**config.mk**
```make
export PLATFORM = sky130hd
export DESIGN_NAME = lfx_touch_effect
export DESIGN_NICKNAME = d
export VERILOG_FILES = /design/src/lfx_pkg.sv /design/src/lfx_touch_effect.sv
export VERILOG_INCLUDE_DIRS = /design/src
export SDC_FILE = /design/constraint.sdc
export NUM_CORES = 2
export LEC_CHECK = 0
export ABC_CLOCK_PERIOD_IN_PS = 8400
export BUFFER_PORTS_ARGS = -buffer_cell sky130_fd_sc_hd__clkbuf_2
export CORE_MARGIN = 2
export CORE_UTILIZATION = 31
export DETAILED_ROUTE_END_ITERATION = 10
export GPL_TIMING_DRIVEN = 0
export MAX_ROUTING_LAYER = met4
export PLACE_DENSITY = 0.53
export SLEW_MARGIN = 10
export SYNTH_ARGS = -nofsm -noshare
export SYNTH_HDL_FRONTEND = slang
export SYNTH_SLANG_ARGS = --single-unit
```
**constraint.sdc**
```tcl
create_clock -name core_clk -period 8.4 [get_ports core_clk]
set_clock_uncertainty 0.05 [all_clocks]
set_input_delay 0 -clock core_clk [delete_from_list [all_inputs] [get_ports core_clk]]
set_output_delay 0 -clock core_clk [all_outputs]
set_load 0.01 [all_outputs]
```
**src/lfx_defs.svh**
```systemverilog
// Register offsets, field positions, reset values and timing counts of the LED touch effect block
`ifndef LFX_DEFS_SVH
`define LFX_DEFS_SVH

`define LFX_ADDR_GLOBAL_CFG     8'h01
`define LFX_ADDR_PERIOD_ONE     8'h02
`define LFX_ADDR_PERIOD_TWO     8'h03
`define LFX_ADDR_PERIOD_THREE   8'h04
`define LFX_ADDR_PERIOD_FOUR    8'h05
`define LFX_ADDR_CFG_OUT0       8'h06
`define LFX_ADDR_CFG_OUT1TO3    8'h08
`define LFX_ADDR_CFG_OUT4TO6    8'h0A
`define LFX_ADDR_CFG_OUT7TO9    8'h0C

`define LFX_GCFG_ON_TIME_BIT    3
`define LFX_GCFG_TOUCH_FX_BIT   2
`define LFX_RESET_BYTE          8'h00

`define LFX_STEP_MS             20
`define LFX_CLK_HZ              40000000
`define LFX_STEP_CYCLES         (`LFX_STEP_MS * `LFX_CLK_HZ / 1000)
`define LFX_LEVELS              100
`define LFX_NUM_OUTPUTS         10

`endif

```
**src/lfx_pkg.sv**
```systemverilog
// Types shared by the LED touch effect block
package lfx_pkg;

  typedef enum logic [2:0] {
    PH_IDLE,
    PH_RAMP,
    PH_HOLD,
    PH_REPEAT,
    PH_ON_TIME
  } lfx_phase_t;

  // One touch-effect configuration byte
  typedef struct packed {
    logic [1:0] ramp_up_select;
    logic [2:0] high_brightness;
    logic [2:0] repeat_count_code;
  } lfx_fx_cfg_t;

  typedef struct packed {
    lfx_phase_t phase;
    logic [6:0] level;
    logic [7:0] sub;
    logic [2:0] reps;
    logic [7:0] hold;
  } lfx_chan_t;

  typedef struct packed {
    logic [7:0]            gcfg;
    logic [3:0][7:0]       period;
    lfx_fx_cfg_t [3:0]     fx_cfg;
    logic [23:0]           pre;
    logic [6:0]            cent;
    logic [6:0]            pwm;
    logic [7:0]            rdata;
    logic [9:0]            out_n;
    lfx_chan_t [9:0]       ch;
  } lfx_state_t;

endpackage

```
**src/lfx_touch_effect.sv**
```systemverilog
// LED touch effect timing registers, per-group ramp-up configuration and PWM output drive
`timescale 1ns/1ps
`default_nettype none
`include "lfx_defs.svh"

module lfx_touch_effect #(
  parameter int STEP_CYCLES = `LFX_STEP_CYCLES
) (
  // Clock and reset
  input  wire logic       core_clk,
  input  wire logic       resetn,
  // Register port, fed by the serial front end
  input  wire logic [7:0] reg_addr,
  input  wire logic [7:0] reg_wdata,
  input  wire logic       reg_wr,
  output logic      [7:0] reg_rdata,
  // Button status from the sensing logic, same clock
  input  wire logic [9:0] button_touched,
  // LED drive, active low
  output logic      [9:0] active_low_output_n
);

  localparam int CENT_CYCLES = STEP_CYCLES / `LFX_LEVELS;

  if (CENT_CYCLES < 1 || CENT_CYCLES > 16777216) begin : g_bad_step
    $error("STEP_CYCLES must lie between 100 and 1677721600");
  end

  lfx_pkg::lfx_state_t s_q;
  lfx_pkg::lfx_state_t s_d;

  function automatic logic [6:0] intensity(input logic [2:0] code);
    case (code)
      3'h0:    intensity = 7'd100;
      3'h1:    intensity = 7'd90;
      3'h2:    intensity = 7'd80;
      3'h3:    intensity = 7'd65;
      3'h4:    intensity = 7'd50;
      3'h5:    intensity = 7'd40;
      3'h6:    intensity = 7'd20;
      default: intensity = 7'd0;
    endcase
  endfunction

  // repeat map, unlisted codes saturate at six
  function automatic logic [2:0] repeats(input logic [2:0] code);
    case (code)
      3'h0:    repeats = 3'h0;
      3'h1:    repeats = 3'h1;
      3'h2:    repeats = 3'h2;
      3'h3:    repeats = 3'h4;
      default: repeats = 3'h6;
    endcase
  endfunction

  function automatic logic [1:0] group_of(input int idx);
    if (idx == 0) begin
      group_of = 2'h0;
    end else if (idx <= 3) begin
      group_of = 2'h1;
    end else if (idx <= 6) begin
      group_of = 2'h2;
    end else begin
      group_of = 2'h3;
    end
  endfunction

  function automatic logic [7:0] reg_read(input lfx_pkg::lfx_state_t st, input logic [7:0] a);
    case (a)
      `LFX_ADDR_GLOBAL_CFG:                                        reg_read = st.gcfg;
      `LFX_ADDR_PERIOD_ONE, `LFX_ADDR_PERIOD_TWO,
      `LFX_ADDR_PERIOD_THREE, `LFX_ADDR_PERIOD_FOUR:               reg_read = st.period[a[1:0] - 2'h2];
      `LFX_ADDR_CFG_OUT0:                                          reg_read = st.fx_cfg[0];
      `LFX_ADDR_CFG_OUT1TO3:                                       reg_read = st.fx_cfg[1];
      `LFX_ADDR_CFG_OUT4TO6:                                       reg_read = st.fx_cfg[2];
      `LFX_ADDR_CFG_OUT7TO9:                                       reg_read = st.fx_cfg[3];
      default:                                                     reg_read = 8'h00;
    endcase
  endfunction

  logic                cent_tick;
  logic                step_tick;
  logic                fx_en;
  logic                on_time_en;
  lfx_pkg::lfx_fx_cfg_t cfg;
  logic [7:0]          per;
  logic [6:0]          tgt;
  logic [6:0]          ramp_lvl;
  logic [7:0]          ramp_sub;
  logic                at_tgt;

  always_comb begin
    s_d        = s_q;
    cfg        = '0;
    per        = 8'h00;
    tgt        = 7'd0;
    ramp_lvl   = 7'd0;
    ramp_sub   = 8'h00;
    at_tgt     = 1'b0;
    fx_en      = s_q.gcfg[`LFX_GCFG_TOUCH_FX_BIT];
    on_time_en = s_q.gcfg[`LFX_GCFG_ON_TIME_BIT];

    // 20 ms step split into 100 sub-ticks for duty stepping
    cent_tick = (s_q.pre == 24'(CENT_CYCLES - 1));
    step_tick = cent_tick && (s_q.cent == 7'(`LFX_LEVELS - 1));
    s_d.pre   = cent_tick ? 24'h000000 : s_q.pre + 24'h000001;
    if (cent_tick) begin
      s_d.cent = step_tick ? 7'd0 : s_q.cent + 7'd1;
    end
    s_d.pwm = (s_q.pwm == 7'(`LFX_LEVELS - 1)) ? 7'd0 : s_q.pwm + 7'd1;

    // register writes; unmapped offsets are ignored
    if (reg_wr) begin
      case (reg_addr)
        `LFX_ADDR_GLOBAL_CFG:                       s_d.gcfg = reg_wdata;
        `LFX_ADDR_PERIOD_ONE, `LFX_ADDR_PERIOD_TWO,
        `LFX_ADDR_PERIOD_THREE, `LFX_ADDR_PERIOD_FOUR: s_d.period[reg_addr[1:0] - 2'h2] = reg_wdata;
        `LFX_ADDR_CFG_OUT0:                         s_d.fx_cfg[0] = reg_wdata;
        `LFX_ADDR_CFG_OUT1TO3:                      s_d.fx_cfg[1] = reg_wdata;
        `LFX_ADDR_CFG_OUT4TO6:                      s_d.fx_cfg[2] = reg_wdata;
        `LFX_ADDR_CFG_OUT7TO9:                      s_d.fx_cfg[3] = reg_wdata;
        default: ;
      endcase
    end
    s_d.rdata = reg_read(s_q, reg_addr);

    for (int i = 0; i < `LFX_NUM_OUTPUTS; i++) begin
      // disabled effects: full brightness, no ramp, no repeats
      cfg = fx_en ? s_q.fx_cfg[group_of(i)] : '0;
      // ramp time from the selected period register
      per = fx_en ? s_q.period[cfg.ramp_up_select] : 8'h00;
      tgt = fx_en ? intensity(cfg.high_brightness) : 7'd100;

      // one duty step each time the sub counter reaches the period
      at_tgt   = (s_q.ch[i].level == tgt);
      ramp_lvl = s_q.ch[i].level;
      ramp_sub = s_q.ch[i].sub;
      if (per == 8'h00) begin
        ramp_lvl = tgt;
      end else if (cent_tick && !at_tgt) begin
        if (s_q.ch[i].sub >= per - 8'h01) begin
          ramp_sub = 8'h00;
          ramp_lvl = (s_q.ch[i].level < tgt) ? s_q.ch[i].level + 7'd1 : s_q.ch[i].level - 7'd1;
        end else begin
          ramp_sub = s_q.ch[i].sub + 8'h01;
        end
      end

      case (s_q.ch[i].phase)
        lfx_pkg::PH_IDLE: begin
          s_d.ch[i].level = 7'd0;
          if (button_touched[i]) begin
            s_d.ch[i].phase = lfx_pkg::PH_RAMP;
            s_d.ch[i].sub   = 8'h00;
          end
        end
        lfx_pkg::PH_RAMP, lfx_pkg::PH_HOLD: begin
          s_d.ch[i].level = ramp_lvl;
          s_d.ch[i].sub   = ramp_sub;
          s_d.ch[i].phase = at_tgt ? lfx_pkg::PH_HOLD : lfx_pkg::PH_RAMP;
          if (!button_touched[i]) begin
            s_d.ch[i].sub = 8'h00;
            if (repeats(cfg.repeat_count_code) != 3'h0 && fx_en) begin
              s_d.ch[i].phase = lfx_pkg::PH_REPEAT;
              s_d.ch[i].reps  = repeats(cfg.repeat_count_code);
              s_d.ch[i].level = 7'd0;
            end else if (on_time_en) begin
              s_d.ch[i].phase = lfx_pkg::PH_ON_TIME;
              s_d.ch[i].hold  = s_q.period[0];
            end else begin
              s_d.ch[i].phase = lfx_pkg::PH_IDLE;
              s_d.ch[i].level = 7'd0;
            end
          end
        end
        lfx_pkg::PH_REPEAT: begin
          s_d.ch[i].level = ramp_lvl;
          s_d.ch[i].sub   = ramp_sub;
          if (button_touched[i]) begin
            s_d.ch[i].phase = lfx_pkg::PH_RAMP;
          end else if (at_tgt) begin
            s_d.ch[i].reps  = s_q.ch[i].reps - 3'h1;
            s_d.ch[i].level = 7'd0;
            if (s_q.ch[i].reps == 3'h1) begin
              // on-time after the last repeat keeps the LED lit
              if (on_time_en) begin
                s_d.ch[i].phase = lfx_pkg::PH_ON_TIME;
                s_d.ch[i].hold  = s_q.period[0];
                s_d.ch[i].level = tgt;
              end else begin
                s_d.ch[i].phase = lfx_pkg::PH_IDLE;
              end
            end
          end
        end
        lfx_pkg::PH_ON_TIME: begin
          // hold lit for period one, counted in 20 ms steps
          if (button_touched[i]) begin
            s_d.ch[i].phase = lfx_pkg::PH_RAMP;
          end else if (step_tick) begin
            if (s_q.ch[i].hold == 8'h00) begin
              s_d.ch[i].phase = lfx_pkg::PH_IDLE;
              s_d.ch[i].level = 7'd0;
            end else begin
              s_d.ch[i].hold = s_q.ch[i].hold - 8'h01;
            end
          end
        end
        default: begin
          s_d.ch[i].phase = lfx_pkg::PH_IDLE;
        end
      endcase

      // duty cycle on the active-low pin
      s_d.out_n[i] = !(s_q.pwm < s_q.ch[i].level);
    end
  end

  always_ff @(posedge core_clk or negedge resetn) begin
    if (!resetn) begin
      s_q       <= '0;
      s_q.out_n <= 10'h3FF;
    end else begin
      s_q <= s_d;
    end
  end

  assign reg_rdata           = s_q.rdata;
  assign active_low_output_n = s_q.out_n;

endmodule
`default_nettype wire

```
### Yosys cells after proc, flatten, opt, wreduce, memory -nomap -nowiden

Cells that the tools add are included.

| operators by class | value |
|---|---|
| add/subtract/negate cells | 58 |
| $lt $le $gt $ge | 36 |
| eq/ne operators | 258 |
| mux-type cells | 412 |
| reduce and logical (&&, ||, !) cells | 191 |

Operator list:

| cell | count |
|---|---|
| two-way mux 8 bit | 114 |
| two-way mux 7 bit | 80 |
| two-way mux 10 bit | 50 |
| one-hot mux 8 bit (3 select lines) | 20 |
| two-way mux 29 bit | 10 |
| one-hot mux 7 bit (4 select lines) | 10 |
| two-way mux 11 bit | 20 |
| inequality test 2 bit, second input constant | 110 |
| one-hot mux 7 bit (7 select lines) | 4 |
| two-way mux 3 bit | 61 |
| one-hot mux 3 bit (4 select lines) | 14 |
| less-than comparator 7 bit | 20 |
| inequality test 3 bit, second input constant | 40 |
| zero test 8 bit | 14 |
| subtractor 8 x 1 -> 8 bit, second input constant | 14 |
| == test 3 x 2 -> 1 bit, second input constant | 36 |
| AND reduction 5 bit | 20 |
| AND reduction 9 bit | 10 |
| nonzero test 3 bit | 30 |
| adder 7 x 1 -> 7 bit, second input constant | 12 |
| == test 3 x 1 -> 1 bit, second input constant | 28 |
| adder 8 x 1 -> 8 bit, second input constant | 10 |
| binary-select mux 8 bit (select 2 bit) | 5 |
| greater-or-equal comparator 8 bit | 10 |
| 29 further kinds | 213 |

| storage, ports and cells | value |
|---|---|
| register bits after elaboration | 418 |
| input port bits | 29 |
| output and inout bits | 18 |
| logic and storage cells | 1027 |

### Depth between registers and ports, before layout

| depth | value |
|---|---|
| depth in word-level cells | 13 |
| mapped depth | 21 |
| depth with buffers taken out | 17 |

### Least setup slack after synthesis

Ideal clock, no wire load.

| timing path | value |
|---|---|
| path type | reg-to-reg |
| start point | register s_q (netlist bit fx_en) |
| end point | register s_q[111] in the netlist's numbering |
| library setup time | 0.082 ns |
| arrival time | 4.713 ns |
| data required time | 8.268 ns |
| setup slack | 3.556 ns |
| stages on the path, launching flop included | 20 |
| path buffers | 5 |
| period minus slack after synthesis | 4.844 ns |
| path through | dfrtp_1 -> buf_4 -> buf_2 -> clkbuf_1 -> clkbuf_1 -> clkbuf_1 -> nand3_1 -> ha_1 -> nand4_1 -> a21oi_1 -> a2111oi_0 -> inv_1 -> ha_1 -> a21oi_1 -> nand2_1 -> a31oi_1 -> xor2_1 -> or3_1 -> a21o_1 -> a31oi_1 |

| between the ends | value |
|---|---|
| longest elaborated chain between the ends | 13 |
| elaborated cells on any way between the ends | 41 |
| classes of those cells | 1 x add/sub; 2 x order compare; 10 x eq/ne; 21 x mux; 7 x reduce/logical |

Ends and longest elaborated chain:

| item | RTL line | text |
|---|---|---|
| from (decl) | lfx_touch_effect.sv:29 | `lfx_pkg::lfx_state_t s_q;` |
| two-way mux 8 bit | lfx_touch_effect.sv:129 | `cfg = fx_en ? s_q.fx_cfg[group_of(i)] : '0;` |
| binary-select mux 8 bit (select 2 bit), or another cell as far along | lfx_touch_effect.sv:131 | `per = fx_en ? s_q.period[cfg.ramp_up_select] : 8'h00;` |
| two-way mux 8 bit (implied by the code) or one-hot mux 7 bit (7 select lines) (tied branches) | lfx_touch_effect.sv:131, lfx_touch_effect.sv:33 |  |
| two-way mux 8 bit or two-way mux 7 bit (tied branches) | lfx_touch_effect.sv:131, lfx_touch_effect.sv:132 |  |
| subtractor 8 x 1 -> 8 bit, or another cell as far along | lfx_touch_effect.sv:141 | `if (s_q.ch[i].sub >= per - 8'h01) begin` |
| greater-or-equal comparator 8 bit, or another cell as far along | lfx_touch_effect.sv:141 |  |
| two-way mux 7 bit or logical AND 1 bit (tied branches) | lfx_touch_effect.sv:141, lfx_touch_effect.sv:140 |  |
| two-way mux 7 bit | lfx_touch_effect.sv:140 | `end else if (cent_tick && !at_tgt) begin` |
| two-way mux 7 bit | lfx_touch_effect.sv:138 | `if (per == 8'h00) begin` |
| two-way mux 7 bit | lfx_touch_effect.sv:167 | `end else if (on_time_en) begin` |
| two-way mux 10 bit | lfx_touch_effect.sv:163 | `if (repeats(cfg.repeat_count_code) != 3'h0 && fx_en) begin` |
| two-way mux 29 bit | lfx_touch_effect.sv:161 | `if (!button_touched[i]) begin` |
| one-hot mux 7 bit (4 select lines) * | lfx_touch_effect.sv:149 | `case (s_q.ch[i].phase)` |

Every way passes the cells marked *; elsewhere a longest branch is shown, timed or not. The select of a mux whose other input is x is not followed.
A chain may end at the register's enable or synchronous reset.

### Worst setup path in the final report

Ends and elaborated chain as after synthesis.

==> impl_metrics.env <==
export IMPL_outcome="finished clean"
export IMPL_crit_buf_inv=6
export IMPL_peakVddDrop_uv=148
export IMPL_ys_seq_area_frac=0.311
export IMPL_yosysTopAreaCell="dfrtp_1"
export IMPL_min_period_ns=7.79
export IMPL_cp_max_fo=10
export IMPL_synth_edf_count=0
export IMPL_gp_congestion=0.964
export IMPL_grt_pass1_vias=29200
export IMPL_cp_cell_sequence="buf_4, buf_2, clkbuf_1, clkbuf_1, clkbuf_1, nand3_1, ha_1, nand4_1, a21oi_1, a2111oi_1, inv_1, ha_1, a21oi_1, nand2_1, a31oi_1, xor2_1, or3_1, a21o_1, a31oi_1"
export IMPL_drt_iter0_markers=2474
export IMPL_reg2reg_depth=19
export IMPL_p_leak_nw=16.8
export IMPL_worst_slew_pin_slew_ns=1.37
export IMPL_io_buffers=39
export IMPL_regToRegSetupSlack_ns=0.61
export IMPL_clk_pin_slew_ns=0.07
export IMPL_die_y_um=334
export IMPL_antenna_found_initial=2
export IMPL_cts_max_level=2
export IMPL_r2r_start="fx_en$_DFFE_PN0P_"
export IMPL_required_ns=8.90
export IMPL_drv_cap=0
export IMPL_instances_no_fill=5434
export IMPL_r2r_end="s_q[111]$_DFFE_PN0P_"
export IMPL_num_vias=31000
export IMPL_hold_path_class="primary input to flop"
export IMPL_dieArea_mm2=0.111
export IMPL_final_nets=4358
export IMPL_final_area_mm2=0.0380
export IMPL_dp_cells=5307
export IMPL_placed_cell_area_mm2=0.0359
export IMPL_yosysTopAreaCellShare=0.303
export IMPL_synth_area_leaders="dfrtp_1 (30%), ha_1 (12%), nand2_1 (3.9%), o21ai_0 (3.6%), a21oi_1 (3.6%)"
export IMPL_netlist_instances=3857
export IMPL_worst_ep_arrival_time_ns=8.28
export IMPL_holdWs_ns=0.0794
export IMPL_min_delay_start="button_touched[8]"
export IMPL_max_slew_margin_rel=0.0885
export IMPL_post_route_period_util=0.927
export IMPL_clockBufferDepth=3
export IMPL_whs_endpoint="s_q[245]$_DFFE_PN0P_"
export IMPL_dieWidth_um=334
export IMPL_post_cts_setup_buffers=0
export IMPL_clkLatencyLatePin_ns=0.63
export IMPL_whs_path_depth=5
export IMPL_synth_area_mm2=0.0337
export IMPL_cts_root_buf="clkbuf_16"
export IMPL_via_per_inst=5.71
export IMPL_synth_seq_cells=418
export IMPL_ant_nets=0
export IMPL_slowest_stage="clkbuf_1"
export IMPL_fmax_ghz=0.128
export IMPL_synth_fp_nets=4227
export IMPL_grt_max_degree=85
export IMPL_grt_first_pass_wirelength_um=181000
export IMPL_nFillCells=11200
export IMPL_ys_flop_type="dfrtp_1"
export IMPL_syn2layout_area_growth_pct=12.6
export IMPL_initial_core_util=0.314
export IMPL_boundaryPins=47
export IMPL_fp_coreArea_mm2=0.108
export IMPL_dpl_hpwl_um=86000
export IMPL_critical_path_top_delay_family="buffers and inverters"
export IMPL_finalHoldViolations=0
export IMPL_avgSynthCellArea_um2=8.74
export IMPL_rows=120
export IMPL_cts_buffers=53
export IMPL_drc_errors=0
export IMPL_rsz0062_at_grt="false"
export IMPL_startpoint_type="flop"
export IMPL_async_reset_ff_frac=1.00
export IMPL_yosysWarnings=0
export IMPL_setup_viol=0
export IMPL_grt_usage=0.213
export IMPL_slowest_delay_ns=0.87
export IMPL_grt_ovfl_total=0
export IMPL_drive_above_1_share=0.0960
export IMPL_cts_tree="yes"
export IMPL_synth_cell_types=105
export IMPL_maxSlewViolCount=0
export IMPL_routed_wl_um=119000
export IMPL_fin_setup_tns_ns=0
export IMPL_cellPowerDensity_mw_per_mm2=161
export IMPL_wire_per_inst_um=21.8
export IMPL_crit_path_frequent_cell="clkbuf_1"
export IMPL_drtPass1Iterations=5
export IMPL_endpoint_kind="flop"
export IMPL_final_core_util=0.353
export IMPL_cts_sinks=418
export IMPL_critical_path_class="flop to flop"
-- worst max path at each step --
stage,from,endpoint,slack (ns),cells past startpoint
2_1_floorplan,fx_en$_DFFE_PN0P_,s_q[111]$_DFFE_PN0P_,3.56,19
3_3_place_gp,resetn,s_q[169]$_DFFE_PN0P_,-3.49,1
3_5_place_dp,fx_en$_DFFE_PN0P_,s_q[112]$_DFFE_PN0P_,0.54,19
4_1_cts,fx_en$_DFFE_PN0P_,s_q[111]$_DFFE_PN0P_,0.48,21
5_1_grt,fx_en$_DFFE_PN0P_,s_q[112]$_DFFE_PN0P_,0.25,21
6_report,fx_en$_DFFE_PN0P_,s_q[111]$_DFFE_PN0P_,0.61,19
-- repair_timing --
action / in CTS / in global routing
resized for setup: 0 / 1
endpoints found under the hold margin: 334 / 0
hold buffers: 28 / 0
setup endpoints to repair: 0 / 2
-- sequential cells by signal (all words and copies together), names as in the netlist --
name	flops
active_low_output_n	10
reg_rdata	8
on_time_en	1
s_q	398
fx_en	1
-- final cells by class --
cell class / instances / area, um^2 / area share
repair buffers: 76 / 677 / 0.0178
flip-flops and latches: 418 / 10500 / 0.276
well taps: 1403 / 1760 / 0.0462
multi-input cells: 3065 / 21700 / 0.572
diodes: 1 / 2.50 / 0.0000659
inverters: 203 / 762 / 0.0201
clock buffers: 72 / 1480 / 0.0389
clock inverters: 25 / 303 / 0.00798
plain buffers: 171 / 791 / 0.0208
-- kinds of logic after synthesis --
family / count (synthesis) / share of synthesized area
AOI/OAI and AO/OA: 1153 / 0.231
DFF: 418 / 0.311
buffers and inverters: 374 / 0.0460
muxes: 152 / 0.0633
adders and majority gates: 344 / 0.130
and+or+nand+nor: 1296 / 0.189
xor gates and xnor gates: 120 / 0.0312
-- layout by cell type, fill, tap and decap left out, types with 23 or more instances in the layout --
cell type and instances:
dfrtp_1 402, nand2_1 352, ha_1 331, nor2_1 322, o21ai_0 243, a21oi_1 242
inv_1 201, a21o_1 131, nand3_1 127, clkbuf_1 124, nor3_1 91, mux2_2 82
a31oi_1 74, xnor2_1 68, nand4_1 63, clkbuf_16 53, xor2_1 52, nand2b_1 49
nor2b_1 43, a22oi_1 41, clkbuf_2 39, o211ai_1 34, mux4_2 33, a221o_1 33
and3_1 33, or3_1 32, o22ai_1 32, and2_1 31, mux2i_1 31, or2_2 28
nor4_1 28, a211oi_1 28, dlygate4sd3_1 28, o21a_1 27, buf_2 23
-- metal layers --
layer	vias up	routed length, um	GRT usage	share of wire
li1	14600	-	-	-
met1	15300	55100	0.296	0.47
met2	976	52400	0.323	0.44
met3	191	6800	0.0245	0.057
met4	0	4230	0.0704	0.036
met5	-	0	-	0
-- synthesized netlist by cell type, types with 12 or more instances --
library cell / number
o21ai_0: 243
a22o_1: 22
o31a_1: 17
a221o_1: 33
buf_2: 22
mux4_2: 33
or2_2: 28
ha_1: 331
and4_1: 12
xnor2_1: 68
xor2_1: 52
a22oi_1: 41
clkbuf_1: 114
a211oi_1: 28
a21o_1: 131
or4_1: 17
o21ai_1: 16
o211ai_1: 34
o31ai_1: 21
nand2b_1: 49
o22ai_1: 32
a32oi_1: 22
nand2_1: 352
or3_1: 32
dfrtp_1: 408
mux2i_1: 31
nor2b_1: 43
a31oi_1: 74
a211o_1: 14
nand3b_1: 16
nor3b_1: 12
buf_4: 22
inv_1: 201
and2_1: 31
nand3_1: 127
o21a_1: 27
nor3_1: 93
nand4_1: 63
mux2_2: 82
and3_1: 33
nor4_1: 28
a21oi_1: 242
nor2_1: 322
-- power breakdown --
group	internal [mW]	switching, mW
Clock	1.42	1.02
Combinational	0.534	0.878
Sequential	2.14	0.125
Total	4.09	2.02
-- worst min-delay path: cells and delay by family --
| kind | cells | cell delay, ns |
|---|---|---|
| buffers and inverters | 1 | 0.23 |
| AOI/OAI and AO/OA | 2 | 0.24 |
| and+or+nand+nor | 2 | 0.25 |
-- per-stage QoR --
step	power [mW]	worst slack (ns)
final	6.11	0.611
after global routing	6.40	0.255
after CTS	6.15	0.483
after detailed placement	3.68	0.538
after global placement	3.66	-3.49
after floorplan	3.23	3.56
No activity file was read; power rests on OpenSTA's default activity.
